**src/rtl/sysclk_pkg.sv**
```systemverilog
// Behaviour
// - Sub clock comes from crystal or slow RC, picked by low_clock_select.
// - Crystal output is used only after a start-up delay once enabled.
// - Crystal pins serve shared functions whenever the crystal is unused.
// - Quick-start bit 0 runs crystal in low-power mode, 1 in quick-start.
// - Clearing quick-start after start-up keeps the crystal running unbroken.
// - Crystal mode writes are ignored while crystal drives the system clock.
// - Crystal clocks normally in both modes; low-power only starts slower.
// - Slow RC oscillator is the other sub clock source.
// - System clock is fast clock or sub clock per sysclk_divide_select.
// - Fast clock comes only from the fast RC oscillator.
// - Fast clock divided by 1 up to 64 is offered as system clock.
// - System clock is gated off while the CPU is halted.
// - Timers get a clock independent of the gated system clock.
// - In slow mode fast oscillator runs or stops per its enable bit.
// - Select codes 000..110 give fast divided 1..64, 111 gives sub clock.
// - low_clock_select 0 picks slow RC, 1 picks crystal; resets to 0.
// - Fast RC stable flag clears while it is stopped or restarting, set again once stable.
// - When halted, oscillators keep running only if their keep bit is set.
package sysclk_pkg;
    localparam int ADDR_W = 12;
    localparam logic [ADDR_W-1:0] ADDR_SCC = 12'h000;
    localparam logic [ADDR_W-1:0] ADDR_HIRCC = 12'h004;
    localparam logic [ADDR_W-1:0] ADDR_SLOW_CRYSTAL_CONTROL_REG = 12'h008;
    localparam logic [ADDR_W-1:0] ADDR_PINS = 12'h00C;
    localparam int SCC_DIV_LSB = 5;
    localparam int SCC_FSS_BIT = 2;
    localparam int SCC_FKEEP_BIT = 1;
    localparam int SCC_SKEEP_BIT = 0;
    localparam int HIRCC_FLAG_BIT = 1;
    localparam int HIRCC_EN_BIT = 0;
    localparam int SLOW_CRYSTAL_CONTROL_REG_SP_BIT = 2;
    localparam int SLOW_CRYSTAL_CONTROL_REG_FLAG_BIT = 1;
    localparam int SLOW_CRYSTAL_CONTROL_REG_EN_BIT = 0;
    localparam int PINS_FUNC_LSB = 0;
    localparam logic [2:0] DIV_RST = 3'h0;
    localparam logic [2:0] DIV_SUB = 3'h7;
    localparam logic FSS_RST = 1'b0;
    localparam logic FKEEP_RST = 1'b0;
    localparam logic SKEEP_RST = 1'b0;
    localparam logic FAST_EN_RST = 1'b1;
    localparam logic LXT_EN_RST = 1'b0;
    localparam logic LXT_SP_RST = 1'b0;
    localparam logic [1:0] PINS_RST = 2'h0;
    // Oscillator edges counted before an oscillator is taken as stable
    localparam logic [11:0] FAST_STABLE_EDGES = 12'h010;
    localparam logic [11:0] LXT_QUICK_EDGES = 12'h100;
    localparam logic [11:0] LXT_SLOW_EDGES = 12'h800;
    typedef enum {XT_OFF, XT_START, XT_RUN} xt_state_t;
    typedef struct packed {
        logic fast_rc_run;
        logic slow_rc_run;
        logic crystal_run;
        logic crystal_low_power;
    } osc_ctrl_t;
endpackage

```
**src/rtl/system_clock_source_select.sv**
```systemverilog
`timescale 1ns/1ps
module osc_sync #(
    parameter int WIDTH = 3
) (
    input wire logic clk,
    input wire logic rst_n,
    input wire logic [WIDTH-1:0] async_in,
    output logic [WIDTH-1:0] sync_out
);
    logic [WIDTH-1:0] meta_q;

    always_ff @(posedge clk or negedge rst_n) begin
        if (!rst_n) begin
            meta_q <= '0;
            sync_out <= '0;
        end else begin
            meta_q <= async_in;
            sync_out <= meta_q;
        end
    end
endmodule // osc_sync

module system_clock_source_select (
    // Clock and reset
    input wire logic pclk,
    input wire logic presetn,
    // APB slave
    input wire logic psel,
    input wire logic penable,
    input wire logic pwrite,
    input wire logic [sysclk_pkg::ADDR_W-1:0] paddr,
    input wire logic [31:0] pwdata,
    output logic [31:0] prdata,
    output logic pready,
    output logic pslverr,
    // Raw oscillator outputs
    input wire logic fast_rc_osc,
    input wire logic slow_rc_osc,
    input wire logic crystal_pin_in,
    // CPU state
    input wire logic cpu_halt,
    // Oscillator controls and clock enables
    output sysclk_pkg::osc_ctrl_t osc_ctrl,
    output logic system_clock_en,
    output logic sub_clock_en,
    output logic timer_clock_en,
    output logic [6:0] fast_div_en,
    // Crystal pin sharing
    output logic crystal_pins_to_osc,
    output logic [1:0] crystal_pin_func
);
    import sysclk_pkg::*;

    logic [2:0] raw_sync;
    logic [2:0] raw_prev_q;
    logic [2:0] edge_rise;
    logic [2:0] div_sel_q;
    logic low_clock_select_q;
    logic fast_osc_halt_keep_q;
    logic slow_osc_halt_keep_q;
    logic fast_rc_enable_q;
    logic fast_rc_stable_flag_q;
    logic [11:0] fast_cnt_q;
    logic fast_run_prev_q;
    logic slow_crystal_enable_q;
    logic slow_crystal_quick_start_q;
    xt_state_t xt_state_q;
    xt_state_t xt_state_d;
    logic [11:0] xt_cnt_q;
    logic [1:0] pin_func_q;
    logic [5:0] div_cnt_q;
    logic [2:0] act_sel_q;
    logic act_fss_q;
    logic skip_q;
    logic [31:0] prdata_q;

    // Oscillator edges enter the pclk domain through two flip-flops
    osc_sync #(
        .WIDTH(3)
    ) osc_sync_inst (
        .clk(pclk),
        .rst_n(presetn),
        .async_in({crystal_pin_in, slow_rc_osc, fast_rc_osc}),
        .sync_out(raw_sync)
    );

    always_ff @(posedge pclk or negedge presetn) begin
        if (!presetn) begin
            raw_prev_q <= 3'h0;
        end else begin
            raw_prev_q <= raw_sync;
        end
    end

    // Rising edges of the synchronised oscillator waveforms
    assign edge_rise = raw_sync & ~raw_prev_q;

    // APB decode
    wire setup_ph = psel && !penable;
    wire access_ph = psel && penable;
    wire hit_scc = (paddr == ADDR_SCC);
    wire hit_hircc = (paddr == ADDR_HIRCC);
    wire hit_slow_crystal_control_reg = (paddr == ADDR_SLOW_CRYSTAL_CONTROL_REG);
    wire hit_pins = (paddr == ADDR_PINS);
    wire hit_any = hit_scc || hit_hircc || hit_slow_crystal_control_reg || hit_pins;
    wire wr_en = access_ph && pwrite && hit_any;
    wire wr_scc = wr_en && hit_scc;
    wire wr_hircc = wr_en && hit_hircc;
    wire wr_slow_crystal_control_reg = wr_en && hit_slow_crystal_control_reg;
    wire wr_pins = wr_en && hit_pins;

    // Zero wait states: every access completes in its first cycle
    assign pready = access_ph;
    assign pslverr = access_ph && !hit_any;
    assign prdata = prdata_q;

    // Oscillator run decisions; halt keep bits decide what survives a halt
    wire fast_in_use = (act_sel_q != DIV_SUB) && !cpu_halt;
    wire fast_halt_ok = !cpu_halt || fast_osc_halt_keep_q;
    wire slow_halt_ok = !cpu_halt || slow_osc_halt_keep_q;
    wire fast_run = (fast_rc_enable_q || fast_in_use) && fast_halt_ok;
    wire slow_rc_run = slow_halt_ok;
    wire xt_run = slow_crystal_enable_q && slow_halt_ok;
    wire xt_ready = (xt_state_q == XT_RUN);
    wire xt_is_sysclk = (act_sel_q == DIV_SUB) && act_fss_q;
    wire [11:0] xt_limit = slow_crystal_quick_start_q ? LXT_QUICK_EDGES :
                                                        LXT_SLOW_EDGES;

    // Fast clock ticks only from the fast RC oscillator once stable
    wire fast_ok = fast_run && fast_rc_stable_flag_q;
    wire fast_tick = edge_rise[0] && fast_ok;
    wire rc_tick = edge_rise[1] && slow_rc_run;
    wire xt_tick = edge_rise[2] && xt_run && xt_ready;
    wire sub_tick = low_clock_select_q ? xt_tick : rc_tick;
    wire act_sub_tick = act_fss_q ? xt_tick : rc_tick;

    // Fast clock divider; outputs run whenever the fast oscillator runs and is stable
    always_ff @(posedge pclk or negedge presetn) begin
        if (!presetn) begin
            div_cnt_q <= 6'h00;
        end else if (fast_tick) begin
            div_cnt_q <= div_cnt_q + 6'h01;
        end
    end

    assign fast_div_en[0] = fast_tick;
    genvar k;
    generate
        for (k = 1; k < 7; k++) begin : g_div
            assign fast_div_en[k] = fast_tick && (&div_cnt_q[k-1:0]);
        end
    endgenerate

    // Glitch-free selection: a change takes effect on a tick of the old
    // source, or at once if that source has stopped, and the first tick of the new source is swallowed so no
    // period comes out shorter than a full one of either source
    wire [2:0] want_sel = div_sel_q;
    wire sel_pending = (want_sel != act_sel_q) ||
                       ((want_sel == DIV_SUB) &&
                        (low_clock_select_q != act_fss_q));
    wire act_running = (act_sel_q == DIV_SUB) ?
                       (act_fss_q ? (xt_run && xt_ready) : slow_rc_run) :
                       fast_ok;
    wire act_tick = (act_sel_q == DIV_SUB) ? act_sub_tick :
                    fast_div_en[act_sel_q];
    wire do_switch = sel_pending && (act_tick || !act_running);

    // Active selection moves only on a switch; skip_q swallows one tick
    always_ff @(posedge pclk or negedge presetn) begin
        if (!presetn) begin
            act_sel_q <= DIV_RST;
            act_fss_q <= FSS_RST;
            skip_q <= 1'b0;
        end else if (do_switch) begin
            act_sel_q <= want_sel;
            act_fss_q <= low_clock_select_q;
            skip_q <= 1'b1;
        end else if (act_tick) begin
            skip_q <= 1'b0;
        end
    end

    assign system_clock_en = act_tick && !skip_q && !do_switch &&
                             !cpu_halt;
    assign sub_clock_en = sub_tick;
    // Timers keep the sub clock, which a halt stops unless the slow keep bit is set
    assign timer_clock_en = sub_tick;

    // Fast RC stable flag: cleared while the oscillator is stopped or restarting, set after enough edges
    wire fast_restart = !fast_run || !fast_run_prev_q;
    wire fast_count_step = !fast_rc_stable_flag_q && edge_rise[0];
    wire fast_count_done = (fast_cnt_q == FAST_STABLE_EDGES - 12'h001);

    always_ff @(posedge pclk or negedge presetn) begin
        if (!presetn) begin
            fast_run_prev_q <= 1'b0;
            fast_cnt_q <= 12'h000;
            fast_rc_stable_flag_q <= 1'b0;
        end else begin
            fast_run_prev_q <= fast_run;
            if (fast_restart) begin
                fast_cnt_q <= 12'h000;
                fast_rc_stable_flag_q <= 1'b0;
            end else if (fast_count_step) begin
                if (fast_count_done) begin
                    fast_rc_stable_flag_q <= 1'b1;
                end else begin
                    fast_cnt_q <= fast_cnt_q + 12'h001;
                end
            end
        end
    end

    // Crystal start-up sequencing
    wire xt_count_done = (xt_cnt_q >= xt_limit - 12'h001);
    wire xt_count_step = (xt_state_q == XT_START) && xt_run &&
                         edge_rise[2] && !xt_count_done;

    always_comb begin
        xt_state_d = xt_state_q;
        case (xt_state_q)
            XT_OFF: begin
                if (xt_run) begin
                    xt_state_d = XT_START;
                end
            end
            XT_START: begin
                if (!xt_run) begin
                    xt_state_d = XT_OFF;
                end else if (edge_rise[2] && xt_count_done) begin
                    xt_state_d = XT_RUN;
                end
            end
            XT_RUN: begin
                // Mode changes here leave the crystal running
                if (!xt_run) begin
                    xt_state_d = XT_OFF;
                end
            end
            default: begin
                xt_state_d = XT_OFF;
            end
        endcase
    end

    // Start-up count is cleared outside the start-up state
    always_ff @(posedge pclk or negedge presetn) begin
        if (!presetn) begin
            xt_state_q <= XT_OFF;
            xt_cnt_q <= 12'h000;
        end else begin
            xt_state_q <= xt_state_d;
            if (xt_state_q != XT_START) begin
                xt_cnt_q <= 12'h000;
            end else if (xt_count_step) begin
                xt_cnt_q <= xt_cnt_q + 12'h001;
            end
        end
    end

    // Fields carried by a register write
    wire [2:0] wr_div_sel = pwdata[SCC_DIV_LSB +: 3];
    wire wr_low_clock_select = pwdata[SCC_FSS_BIT];
    wire wr_fast_keep = pwdata[SCC_FKEEP_BIT];
    wire wr_slow_keep = pwdata[SCC_SKEEP_BIT];
    wire wr_fast_enable = pwdata[HIRCC_EN_BIT];
    wire wr_xt_enable = pwdata[SLOW_CRYSTAL_CONTROL_REG_EN_BIT];
    wire wr_xt_quick = pwdata[SLOW_CRYSTAL_CONTROL_REG_SP_BIT];
    wire [1:0] wr_pin_func = pwdata[PINS_FUNC_LSB +: 2];
    // Quick-start bit is frozen while the crystal drives the system clock
    wire xt_mode_wr = wr_slow_crystal_control_reg && !xt_is_sysclk;

    // Control registers
    always_ff @(posedge pclk or negedge presetn) begin
        if (!presetn) begin
            div_sel_q <= DIV_RST;
            low_clock_select_q <= FSS_RST;
            fast_osc_halt_keep_q <= FKEEP_RST;
            slow_osc_halt_keep_q <= SKEEP_RST;
        end else if (wr_scc) begin
            div_sel_q <= wr_div_sel;
            low_clock_select_q <= wr_low_clock_select;
            fast_osc_halt_keep_q <= wr_fast_keep;
            slow_osc_halt_keep_q <= wr_slow_keep;
        end
    end

    always_ff @(posedge pclk or negedge presetn) begin
        if (!presetn) begin
            fast_rc_enable_q <= FAST_EN_RST;
        end else if (wr_hircc) begin
            fast_rc_enable_q <= wr_fast_enable;
        end
    end

    always_ff @(posedge pclk or negedge presetn) begin
        if (!presetn) begin
            slow_crystal_enable_q <= LXT_EN_RST;
            slow_crystal_quick_start_q <= LXT_SP_RST;
        end else begin
            if (wr_slow_crystal_control_reg) begin
                slow_crystal_enable_q <= wr_xt_enable;
            end
            if (xt_mode_wr) begin
                slow_crystal_quick_start_q <= wr_xt_quick;
            end
        end
    end

    always_ff @(posedge pclk or negedge presetn) begin
        if (!presetn) begin
            pin_func_q <= PINS_RST;
        end else if (wr_pins) begin
            pin_func_q <= wr_pin_func;
        end
    end

    // Read data is captured in the setup phase
    wire [31:0] rd_scc = {24'h000000, div_sel_q, 2'h0, low_clock_select_q,
                          fast_osc_halt_keep_q, slow_osc_halt_keep_q};
    wire [31:0] rd_hircc = {30'h0000000, fast_rc_stable_flag_q,
                            fast_rc_enable_q};
    wire [31:0] rd_slow_crystal_control_reg = {29'h0000000, slow_crystal_quick_start_q,
                           xt_ready, slow_crystal_enable_q};
    wire [31:0] rd_pins = {30'h0000000, pin_func_q};
    wire [31:0] rd_data = hit_scc ? rd_scc :
                          hit_hircc ? rd_hircc :
                          hit_slow_crystal_control_reg ? rd_slow_crystal_control_reg :
                          hit_pins ? rd_pins : 32'h00000000;
    wire rd_capture = setup_ph && !pwrite;

    always_ff @(posedge pclk or negedge presetn) begin
        if (!presetn) begin
            prdata_q <= 32'h00000000;
        end else if (rd_capture) begin
            prdata_q <= rd_data;
        end
    end

    // Oscillator controls and pin sharing
    assign osc_ctrl.fast_rc_run = fast_run;
    assign osc_ctrl.slow_rc_run = slow_rc_run;
    assign osc_ctrl.crystal_run = xt_run;
    assign osc_ctrl.crystal_low_power = !slow_crystal_quick_start_q;
    // Crystal counts as used whenever it is enabled
    wire xt_pins_used = slow_crystal_enable_q;
    assign crystal_pins_to_osc = xt_pins_used;
    assign crystal_pin_func = xt_pins_used ? 2'h0 : pin_func_q;
endmodule // system_clock_source_select

```
**config.mk**
```make
export PLATFORM = sky130hd
export DESIGN_NAME = system_clock_source_select
export DESIGN_NICKNAME = d
export VERILOG_FILES = /design/src/rtl/sysclk_pkg.sv /design/src/rtl/system_clock_source_select.sv
export SDC_FILE = /design/constraint.sdc
export NUM_CORES = 1
export LEC_CHECK = 0
export ABC_AREA = 0
export BUFFER_PORTS_ARGS = -buffer_cell sky130_fd_sc_hd__buf_2
export CORE_ASPECT_RATIO = 1.25
export CORE_MARGIN = 2
export CORE_UTILIZATION = 53
export DETAILED_ROUTE_END_ITERATION = 10
export PLACE_DENSITY = 0.79
export SETUP_SLACK_MARGIN = 0.05
export SKIP_CTS_REPAIR_TIMING = 1
export SYNTH_ARGS = -nofsm -noshare
export SYNTH_HDL_FRONTEND = slang
export SYNTH_SLANG_ARGS = --single-unit
```
**constraint.sdc**
```tcl
create_clock -name pclk -period 2.8 [get_ports pclk]
set_input_delay 0.42 -clock pclk [delete_from_list [all_inputs] [get_ports pclk]]
set_output_delay 0.42 -clock pclk [all_outputs]
set_load 0.01 [all_outputs]
```
==> Implementation_results.wiki, run 1 <==
{| class="wikitable"
! Metric !! Value
|-
| Post-Layout Inst Area || 0.00434 sq mm
|-
| Number of buffers added by the clock tree synthesis step || 9
|-
| Wire length of the first global-routing pass || roughly 12000 um
|-
| Result of the run || complete, no violations
|-
| Sequential share of power || 0.502
|-
| Final clock skew || 0.0137 ns
|-
| Total area of multi-input combinational cells || 0.00200 sq mm
|-
| Number of global-route vias before repair || 2560
|-
| Critical setup path kind || register to output pin
|-
| DRC violations left || 0
|-
| Vias per cell || between 5 and 6
|-
| Number of nets in the finished design || 474
|-
| Global placer's final weighted congestion || around 0.83
|-
| Leakage power summed over all cells || 2.06 nW
|-
| Top post-synthesis cells by count || dfrtp_1, nand2_1, buf_4
|-
| Count of flip-flops with a built-in enable after synthesis || 0
|-
| Sequential cell area || ~0.0016 sq mm
|-
| Hold Path Class || primary input to register
|-
| Number of top-level pins || about 100
|-
| Final hold vios || 0
|-
| Row Count || 34
|-
| Worst max-slew margin expressed relative to the limit || 0.598
|-
| Routed WL || 7010 um
|-
| Period utilization || 0.942
|-
| Number of cells on the worst reg-to-reg path || 8
|-
| Antenna-violating nets left || 0
|-
| Post-synthesis instance area || ~0.0038 sq mm
|-
| Fin crit period || roughly 2.6 ns
|-
| Combinational cell fraction of total power || 0.055
|-
| Worst skew pair latency || ~0.34 ns
|-
| Worst-path clk slew || about 0.060 ns
|-
| Number of DRC markers in iteration 0 || about 160
|-
| 1st-pass router iterations || 4
|-
| Sum of net half-perimeters after detailed placement || between 5000 and 6000 um
|-
| Syn-to-layout area delta || 14.9%
|-
| Largest area contributor in the synthesized netlist || dfrtp_1
|-
| Worst IR drop on VDD || 0.467 mV
|-
| Layout cell share with drive strength beyond 1 || 0.297
|-
| Cell internal pwr || 0.00148 W
|-
| RSZ-0062 raised after global routing || false
|-
| Clock tree from TritonCTS || done
|-
| Horizontal die dimension || just under 80 um
|-
| Type of element capturing the critical path || output pin
|-
| CTS max path bufs || 2
|-
| Maximum number of pins on one net before global-route repair || 31
|-
| Post-DR wirelength/cell || 13.8 um
|-
| Switch Pwr || roughly 0.00042 W
|-
| Required time reported for the critical path endpoint || between 2 and 2.5 ns
|-
| Maximum fanout along the worst path || 3
|-
| Proportion of power drawn by the clock network || 0.443
|-
| Starting Density || 0.545
|-
| Number of distinct library cells after synthesis || around 70
|-
| Cell count after synthesis || approximately 350
|-
| Sum Neg Setup Slack || 0 ns
|-
| Highest achievable clock rate || 379 MHz
|-
| Worst Setup Start Kind || register
|-
| Depth of the CTS H-tree || 3
|-
| Core Box Area || about 0.0069 sq mm
|-
| Number of warnings reported in the yosys synthesis log || 0
|-
| Global router's overall resource usage || 0.189
|-
| Floorplan die height || about 98 um
|-
| Number of instances on the worst hold path || 1
|-
| Most repeated cell in the gate-level netlist after synthesis || dfrtp_1
|-
| Initial antenna violation count || 0
|-
| Total congestion overflow || 0
|-
| Per-instance average area after synthesis || between 10 and 15 sq um
|-
| Leading register cell type out of synthesis || dfrtp_1
|-
| Area of the die || between 0.007 and 0.008 sq mm
|-
| Async S/R FF share, synth || 1.00
|-
| Root buffer cell || clkbuf_8
|-
| Buffers on Ports || 51
|-
| Max Transition Viols Final || 0
|-
| Sequential element share of the synthesized area || 0.431
|-
| Vias after detailed routing || 2708
|-
| Synthesized flop and latch total || 65
|-
| Number of inserted diodes || 0
|-
| Pwr per Cell Area || about 440 mW/mm^2
|-
| Arrival @ worst endpoint || around 2.2 ns
|-
| Share of the synthesized area in the top cell type || 0.424
|-
| Main area contributors after synthesis || dfrtp_1, buf_4, nand2_1
|-
| Placed standard-cell area || 0.00401 sq mm
|-
| Switching share of power || 0.220
|-
| Fillers || 583
|-
| Max-cap check violation count || 0
|-
| Final setup violation count || 0
|-
| Transition time at the pin with the least slew margin || approximately 0.60 ns
|-
| Total clock sinks || 65
|}
[area by class of cell]
class / count / area share
multi-input combinational: 262 / 0.461
sequential: 65 / 0.375
timing repair buffer: 62 / 0.0784
clock buffer: 13 / 0.0320
tap: 90 / 0.0260
clock inverter: 3 / 0.0150
inverter: 13 / 0.0124
[layout by cell type, fill, tap and decap left out, types with 3 or more instances in the layout]
| cell | n |
|---|---|
| dfrtp_1 | 63 |
| nand2b_1 | 3 |
| inv_1 | 11 |
| a31o_1 | 3 |
| mux2_1 | 4 |
| a31oi_1 | 3 |
| mux2_4 | 6 |
| nand3_1 | 10 |
| xor2_1 | 8 |
| nor2b_1 | 4 |
| buf_4 | 10 |
| and2_1 | 6 |
| nor2_1 | 29 |
| and3_1 | 9 |
| conb_1 | 26 |
| o21ai_0 | 6 |
| nor3_1 | 6 |
| clkbuf_1 | 4 |
| nand2_1 | 38 |
| ha_1 | 6 |
| xnor2_1 | 15 |
| mux2_2 | 5 |
| a21oi_1 | 5 |
| buf_2 | 51 |
| nand4_1 | 7 |
| nor4_4 | 5 |
| clkbuf_8 | 9 |
| mux2i_1 | 3 |
| a2111oi_1 | 3 |
[path summary, 6_finish.rpt]
path,slack (ns),start,to
worst min-delay path,0.19,slow_rc_osc,osc_sync_inst.meta_q[1]$_DFF_PN0_
worst min register to register,0.35,osc_sync_inst.meta_q[0]$_DFF_PN0_,osc_sync_inst.sync_out[0]$_DFF_PN0_
worst max-delay path,0.16,div_cnt_q[1]$_DFFE_PN0N_,system_clock_en
worst max register to register,0.54,div_cnt_q[1]$_DFFE_PN0N_,act_fss_q$_DFFE_PN0P_
max in group asynchronous,1.61,presetn,xt_state_q[0]$_DFFE_PN0P_
min in group asynchronous,0.49,presetn,fast_cnt_q[2]$_DFFE_PN0P_
[cells by family (layout without fill, tap and decap cells)]
group,Yosys count,after routing,synth area share
muxes,20,20,0.0706
DFF,65,65,0.431
AOI/OAI and AO/OA,44,44,0.108
xor gates and xnor gates,23,23,0.0533
buffers and inverters,51,91,0.0852
and+or+nand+nor,141,141,0.224
adders and majority gates,8,8,0.0265
other,1,26,0.000993
[per-layer routing]
metal  up-vias  wire (um)  global-route usage  share of wire
met1      1324       2920               0.237           0.42
li1       1318          -                   -              -
met3         9        294              0.0416          0.042
met4         0        127              0.0743          0.018
met2        57       3670               0.317           0.52
met5         -          0                   0              0
[worst max-delay path, stage by stage (launching register included)]
cell and delay (ns):
dfrtp_1 0.41, ha_4 0.18, ha_4 0.12, nand4b_1 0.15
o41ai_4 0.40, o311ai_4 0.16, and2_4 0.18, nor4_4 0.12
buf_2 0.17
[power groups by stage]
stage          clock network (W)  registers [W]  logic [W]
5_1_grt                 0.000892       0.000953   0.000117
2_1_floorplan                  0       0.000969  0.0000801
6_report                0.000840       0.000953   0.000104
3_3_place_gp                   0       0.000970   0.000101
3_5_place_dp                   0       0.000970   0.000103
4_1_cts                 0.000862       0.000952   0.000104
[metrics by stage]
stage	utilization	power, W	hold slack (ns)	cells	worst slack, ns
after CTS	0.607	0.00192	-0.0480	502	-0.137
after floorplan	-	0.00105	0.124	378	0.363
after detailed placement	0.578	0.00107	0.328	486	0.241
after global routing	0.626	0.00196	0.176	508	0.0629
after global placement	0.578	0.00107	0.322	486	0.215
final	0.626	0.00190	0.191	508	0.161
[flip-flops by register name, indices dropped and copies added (netlist names)]
name,count
fast_cnt_q,12
low_clock_select_q,1
slow_osc_halt_keep_q,1
act_sel_q,3
fast_rc_stable_flag_q,1
crystal_pins_to_osc,1
osc_sync_inst.sync_out,3
osc_sync_inst.meta_q,3
fast_run_prev_q,1
fast_osc_halt_keep_q,1
raw_prev_q,3
pin_func_q,2
div_sel_q,3
slow_crystal_quick_start_q,1
act_fss_q,1
xt_cnt_q,12
xt_state_q,2
skip_q,1
fast_rc_enable_q,1
div_cnt_q,6
prdata,6
Note: power is estimated with default switching activity, not from simulation.
==> run 2, diff against run 1 <==
clock period = 2.5 ns   (was 2.8 ns; I/O delays follow)
==> Implementation_results.wiki, run 2 (synthesized netlist as in run 1, its figures left out) <==
{| class="wikitable"
! Metric !! Value
|-
| Combinational cell fraction of total power || 0.053 (-0.002)
|-
| Required time reported for the critical path endpoint || 2.12 ns (-0.26 ns)
|-
| Number of DRC markers in iteration 0 || 90 (-44%)
|-
| Design Power || 0.00218 W (+15%)
|-
| Type of element capturing the critical path || output pin
|-
| Area of the die || 0.00782 sq mm (unchanged)
|-
| Post-DR wirelength/cell || 14.0 um (+1.4%)
|-
| Number of inserted diodes || 0 (unchanged)
|-
| Period utilization || 1.02
|-
| Proportion of power drawn by the clock network || 0.457 (+0.014)
|-
| Highest achievable clock rate || 393 MHz
|-
| Final setup violation count || 1 (+1)
|-
| Switching share of power || 0.213 (-0.00622)
|-
| Final clock skew || 0.00760 ns (-0.00609 ns)
|-
| Global router's overall resource usage || 0.192 (+0.00240)
|-
| Transition time at the pin with the least slew margin || 0.684 ns (+0.0843 ns)
|-
| Total clock sinks || 65 (unchanged)
|-
| Commonest cells after routing, fill and taps aside || dfrtp_1, buf_2, nand2_1
|-
| Global placer's final weighted congestion || 0.867 (+4.8%)
|-
| Number of global-route vias before repair || 2545 (-0.59%)
|-
| Leakage power summed over all cells || 2.04 nW (-0.58%)
|-
| Number of top-level pins || 104 (unchanged)
|-
| Routed WL || 7090 um (+1.2%)
|-
| Total congestion overflow || 0 (unchanged)
|-
| Worst IR drop on VDD || 0.412 mV (-12%)
|-
| CTS max path bufs || 2 (unchanged)
|-
| Starting Density || 0.545 (unchanged)
|-
| Core Box Area || 0.00693 sq mm (unchanged)
|-
| Clock tree from TritonCTS || done
|-
| Vias after detailed routing || 2686 (-0.81%)
|-
| Worst Setup Start Kind || register
|-
| Registers with the most flip-flops || fast_cnt_q (12), xt_cnt_q (12)
|-
| Sequential share of power || 0.490 (-0.012)
|-
| Max-cap check violation count || 0 (unchanged)
|-
| Fin crit period || between 2 and 3 ns
|-
| Initial antenna violation count || 0 (unchanged)
|-
| Syn-to-layout area delta || 14.0%
|-
| Fillers || 551 (-5.5%)
|-
| Number of buffers added by the clock tree synthesis step || 9 (unchanged)
|-
| Placement Setup Slack || 0.0514 ns (-0.190 ns)
|-
| Maximum number of pins on one net before global-route repair || 37 (+19%)
|-
| RSZ-0062 raised after global routing || true
|-
| Floorplan die height || 98.4 um (unchanged)
|-
| 1st-pass router iterations || 4 (unchanged)
|-
| Row Count || 34 (unchanged)
|-
| Wire length of the first global-routing pass || 11700 um (about the same)
|-
| Critical setup path kind || register to output pin
|-
| Root buffer cell || clkbuf_8
|-
| Arrival @ worst endpoint || 2.17 ns (-0.05 ns)
|-
| Horizontal die dimension || 79.5 um (unchanged)
|-
| Hold Path Class || primary input to asynchronous set/reset pin
|-
| Cells along the critical path || and4b_4 > o41ai_4 > o311ai_2 > and2_4 > nor4_4 > buf_2
|-
| Antenna-violating nets left || 0 (unchanged)
|-
| Max Transition Viols Final || 0 (unchanged)
|-
| Worst-path clk slew || 0.07 ns (about the same)
|-
| Total area of multi-input combinational cells || 0.00195 sq mm (-2.5%)
|-
| Pwr per Cell Area || 506 mW/mm^2 (+16%)
|-
| Layout cell share with drive strength beyond 1 || 0.293 (-0.00408)
|-
| Most frequent standard cell in the layout excluding fill and tap cells || dfrtp_1
|-
| Sum of net half-perimeters after detailed placement || 5270 um (+0.28%)
|-
| Worst max-slew margin expressed relative to the limit || 0.544 (-0.0532)
|-
| Sequential cell area || 0.00163 sq mm (about the same)
|-
| Final core utilization || 0.621 (-0.00469)
|-
| Buffers on Ports || 51 (unchanged)
|-
| Cell internal pwr || 0.00171 W (+16%)
|-
| Result of the run || finished with violations
|-
| Switch Pwr || 0.000465 W (+12%)
|-
| Maximum single-stage delay on the critical path || 0.58 ns (+0.17 ns)
|-
| Slowest stage cell on the critical path || dfstp_2
|-
| Worst setup margin || -0.0458 ns (-0.207 ns)
|-
| Final hold vios || 0 (unchanged)
|-
| Depth of the CTS H-tree || 3 (unchanged)
|-
| Violated checks || setup timing
|-
| Number of nets in the finished design || 473 (-0.21%)
|-
| Worst skew pair latency || 0.34 ns (about the same)
|-
| Maximum fanout along the worst path || 4 (+1)
|-
| Vias per cell || 5.30 (-0.62%)
|-
| DRC violations left || 0 (unchanged)
|}
[run 2: critical path, delay by kind of cell (launching register included)]
kind            cells  cell delay (ns)
buf+inv             1             0.17
simple gates        3             0.58
flops               1             0.58
compound gates      2             0.50
[run 2: power groups by stage]
stage               registers, W  clock network (W)  logic (W)
floorplan                0.00109                  0  0.0000897
global placement         0.00109                  0   0.000115
detailed placement       0.00109                  0   0.000116
CTS                      0.00107            0.00102   0.000117
global route             0.00107            0.00107   0.000130
finish                   0.00107           0.000996   0.000116
[run 2: through the flow]
stage	cell area, sq um	hold WS (ns)	TNS (ns)	std cells
3_5_place_dp	4050	0.335	0	490
4_1_cts	4270	0.0818	-0.327	506
6_report	4310	0.0691	-0.0458	507
3_3_place_gp	4050	0.333	0	490
2_1_floorplan	3870	0.0794	0	378
5_1_grt	4310	0.115	-0.192	507
[run 2: metal layers]
metal | wire [um] | global-route usage | up-vias
met3 | 284 | 0.0545 | 14
li1 | - | - | 1311
met5 | 0 | 0 | -
met4 | 136 | 0.0796 | 0
met1 | 2970 | 0.224 | 1308
met2 | 3700 | 0.326 | 53
[run 2: path summary, 6_finish.rpt]
| check | start | to | slack [ns] | cells after the start |
|---|---|---|---|---|
| worst min-delay path | presetn | fast_cnt_q[1]$_DFFE_PN0P_ | 0.07 | 1 |
| worst min register to register | osc_sync_inst.meta_q[0]$_DFF_PN0_ | osc_sync_inst.sync_out[0]$_DFF_PN0_ | 0.35 | 0 |
| worst max-delay path | fast_rc_enable_q$_DFFE_PN1P_ | system_clock_en | -0.05 | 6 |
| max in group asynchronous | presetn | fast_rc_enable_q$_DFFE_PN1P_ | 1.74 | 2 |
| min in group pclk | slow_rc_osc | osc_sync_inst.meta_q[1]$_DFF_PN0_ | 0.14 | 1 |
| worst max register to register | slow_crystal_quick_start_q$_DFFE_PN0P_ | xt_cnt_q[8]$_DFFE_PN0P_ | 0.28 | 6 |
[run 2: layout make-up]
class,count,share of cell area
well taps,90,0.0261
inverters,13,0.0119
multi-input cells,262,0.453
clock buffers,14,0.0378
repair buffers,61,0.0796
clock inverters,2,0.0139
flip-flops and latches,65,0.378
==> run 3, diff against run 2 <==
CORE_UTILIZATION = 52   (was 53)
PLACE_DENSITY = 0.78   (was 0.79)
SETUP_SLACK_MARGIN = not set   (was 0.05)
SYNTH_HIERARCHICAL = 1   (was not set)
==> Implementation_results.wiki, run 3 <==
{| class="wikitable"
! Metric !! Value
|-
| Floorplan die height || 96.4 um (-2.0%)
|-
| Violated checks || setup timing
|-
| Vias after detailed routing || 2638 (-1.8%)
|-
| Depth of the CTS H-tree || 3 (unchanged)
|-
| Syn-to-layout area delta || 16.3%
|-
| Starting Density || 0.538 (-0.00688)
|-
| Async S/R FF share, synth || 1.00 (unchanged)
|-
| Highest achievable clock rate || 396 MHz (+0.85%)
|-
| Largest area contributor in the synthesized netlist || dfrtp_1
|-
| Required time reported for the critical path endpoint || 2.12 ns (about the same)
|-
| 1st-pass router iterations || 4 (unchanged)
|-
| Worst IR drop on VDD || 0.341 mV (-17%)
|-
| Leakage power summed over all cells || 1.98 nW (-3.3%)
|-
| Global placer's final weighted congestion || 0.829 (-4.4%)
|-
| Antenna-violating nets left || 0 (unchanged)
|-
| Core Box Area || 0.00661 sq mm (-4.7%)
|-
| Total congestion overflow || 0 (unchanged)
|-
| CTS max path bufs || 2 (unchanged)
|-
| Root buffer cell || clkbuf_8
|-
| Cell count after synthesis || 358 (+1.4%)
|-
| Registers with the most flip-flops || fast_cnt_q (12), xt_cnt_q (12)
|-
| Number of distinct library cells after synthesis || 57 (-21%)
|-
| Most frequent standard cell in the layout excluding fill and tap cells || dfrtp_1
|-
| Transition time at the pin with the least slew margin || 0.734 ns (+0.0503 ns)
|-
| Post-synthesis instance area || 0.00355 sq mm (-5.9%)
|-
| Count of flip-flops with a built-in enable after synthesis || 0 (unchanged)
|-
| Number of top-level pins || 104 (unchanged)
|-
| RSZ-0062 raised after global routing || true
|-
| Placed standard-cell area || 0.00381 sq mm (-6.0%)
|-
| Number of DRC markers in iteration 0 || 105 (+17%)
|-
| Placement Setup Slack || 0.181 ns (+0.129 ns)
|-
| Fillers || 542 (-1.6%)
|-
| Sequential cell area || 0.00163 sq mm (unchanged)
|-
| Most repeated cell in the gate-level netlist after synthesis || dfrtp_1
|-
| Critical setup path kind || register to output pin
|-
| Worst-path clk slew || 0.08 ns (about the same)
|-
| Share of the synthesized area in the top cell type || 0.451 (+0.0267)
|-
| Worst skew pair latency || 0.35 ns (about the same)
|-
| Number of buffers added by the clock tree synthesis step || 9 (unchanged)
|-
| Number of inserted diodes || 0 (unchanged)
|-
| Max Transition Viols Final || 0 (unchanged)
|-
| Sum of net half-perimeters after detailed placement || 5060 um (-4.0%)
|-
| Total clock sinks || 65 (unchanged)
|-
| Type of element capturing the critical path || output pin
|-
| Final clock skew || 0.0153 ns (+0.00770 ns)
|-
| Maximum number of pins on one net before global-route repair || 36 (-2.7%)
|-
| Number of warnings reported in the yosys synthesis log || 6 (+6)
|-
| Horizontal die dimension || 77.9 um (-2.0%)
|-
| Post-DR wirelength/cell || 13.7 um (-2.3%)
|-
| Post-Layout Inst Area || 0.00413 sq mm (-4.0%)
|-
| Routed WL || 6980 um (-1.6%)
|-
| Arrival @ worst endpoint || 2.15 ns (-0.02 ns)
|-
| Result of the run || finished with violations
|-
| Fin crit period || 2.52 ns (-0.0216 ns)
|-
| Design Power || 0.00214 W (-2.0%)
|-
| Worst Setup Start Kind || register
|-
| Row Count || 33 (-2.9%)
|-
| Maximum fanout along the worst path || 5 (+1)
|-
| Proportion of power drawn by the clock network || 0.442 (-0.015)
|-
| Switch Pwr || 0.000495 W (+6.5%)
|-
| Layout cell share with drive strength beyond 1 || 0.281 (-0.0119)
|-
| Initial antenna violation count || 0 (unchanged)
|-
| Total area of multi-input combinational cells || 0.00175 sq mm (-10%)
|-
| Setup slack, reg-to-reg || 0.21 ns (-0.07 ns)
|-
| Worst max-slew margin expressed relative to the limit || 0.511 (-0.0336)
|-
| Pwr per Cell Area || 517 mW/mm^2 (+2.2%)
|-
| Sequential share of power || 0.501 (+0.011)
|-
| Leading register cell type out of synthesis || dfrtp_1
|-
| Number of nets in the finished design || 480 (+1.5%)
|-
| Vias per cell || 5.16 (-2.6%)
|-
| Main area contributors after synthesis || dfrtp_1, buf_4, mux2_2
|-
| Clock tree from TritonCTS || done
|-
| Per-instance average area after synthesis || 9.92 sq um (-7.2%)
|-
| Buffers on Ports || 51 (unchanged)
|-
| Global router's overall resource usage || 0.197 (+0.00536)
|-
| Startpoint of the worst register-to-register path || slow_crystal_quick_start_q$_DFFE_PN0P_
|-
| Area of the die || 0.00751 sq mm (-3.9%)
|-
| Number of global-route vias before repair || 2577 (+1.3%)
|-
| Number of cells on the worst reg-to-reg path || 8 (+2)
|-
| Cell internal pwr || 0.00164 W (-4.3%)
|-
| Final setup violation count || 1 (unchanged)
|-
| Reg2Reg Capture Point || xt_cnt_q[3]$_DFFE_PN0P_
|-
| Period utilization || 1.01 (-0.00863)
|-
| Switching share of power || 0.232 (+0.0184)
|-
| Combinational cell fraction of total power || 0.057 (+0.004)
|-
| Synthesized flop and latch total || 65 (unchanged)
|-
| Max-cap check violation count || 0 (unchanged)
|-
| DRC violations left || 0 (unchanged)
|-
| Sequential element share of the synthesized area || 0.458 (+0.0272)
|-
| Commonest cells after routing, fill and taps aside || dfrtp_1, buf_2, nand2_1
|-
| Final hold vios || 0 (unchanged)
|-
| Worst setup margin || -0.0243 ns (+0.0216 ns)
|-
| Top post-synthesis cells by count || dfrtp_1, nand2_1, buf_4
|-
| Wire length of the first global-routing pass || 11400 um (-2.6%)
|-
| Hold Path Class || primary input to asynchronous set/reset pin
|}
run 3: cell count changes after synthesis, sizes merged, moves of 4 or more:
cell     change
o21ai       +11
a21oi        +6
or3          +6
xor2         +6
nor4         -5
xnor2        -5
a2111oi      -4
run 3: per-layer routing:
metal | wire, um | GRT usage
met5 | 0 | 0
met4 | 176 | 0.117
met3 | 330 | 0.0567
met2 | 3590 | 0.340
met1 | 2880 | 0.218
run 3: cell type report:
cell class | count | area share
tap | 87 | 0.0263
timing repair buffer | 66 | 0.0920
clock buffer | 12 | 0.0400
clock inverter | 4 | 0.0121
sequential | 65 | 0.394
multi-input combinational | 265 | 0.424
inverter | 12 | 0.0121
run 3: how the worst max path moves through the flow:
| stage | startpoint | slack (ns) | depth (start not counted) | endpoint |
|---|---|---|---|---|
| after floorplan | fast_rc_enable_q$_DFFE_PN1P_ | 0.23 | 5 | system_clock_en |
| after global placement | fast_rc_enable_q$_DFFE_PN1P_ | 0.18 | 8 | system_clock_en |
| after detailed placement | fast_rc_enable_q$_DFFE_PN1P_ | 0.18 | 8 | system_clock_en |
| after CTS | div_cnt_q[0]$_DFFE_PN0N_ | -0.22 | 10 | system_clock_en |
| after global routing | fast_rc_enable_q$_DFFE_PN1P_ | -0.10 | 8 | system_clock_en |
| final | fast_rc_enable_q$_DFFE_PN1P_ | -0.02 | 8 | system_clock_en |
run 3: logic make-up (layout without fill, tap and decap cells):
family / Yosys count / after routing / share of synthesized area
simple gates: 142 / 142 / 0.217
flops: 65 / 65 / 0.458
buf+inv: 53 / 94 / 0.0912
compound gates: 48 / 48 / 0.0926
xor+xnor: 24 / 24 / 0.0592
mux: 17 / 17 / 0.0525
fa+ha+maj: 8 / 8 / 0.0282
other cells: 1 / 26 / 0.00106
run 3: worst max-delay path, stage by stage, from the launching register on:
cell      delay (ns)
dfstp_2         0.57
and4b_4         0.23
nor2_4          0.14
nand3_4         0.11
clkinv_4        0.08
a31oi_1         0.10
a21oi_2         0.21
nor4b_2         0.21
buf_2           0.16
run 3: power by group through the flow:
stage | logic, W | clock network (W) | registers (W)
2_1_floorplan | 0.0000926 | 0 | 0.00109
3_3_place_gp | 0.000117 | 0 | 0.00109
3_5_place_dp | 0.000120 | 0 | 0.00109
4_1_cts | 0.000120 | 0.000962 | 0.00107
5_1_grt | 0.000138 | 0.00102 | 0.00107
6_report | 0.000121 | 0.000944 | 0.00107
run 3: per-stage QoR:
step	setup TNS (ns)	utilization	instances	hold WS, ns
5_1_grt	-0.102	0.626	511	0.119
3_3_place_gp	0	0.576	488	0.335
3_5_place_dp	0	0.576	488	0.339
6_report	-0.0243	0.626	511	0.0816
2_1_floorplan	0	-	383	0.0794
4_1_cts	-0.216	0.609	504	0.0982
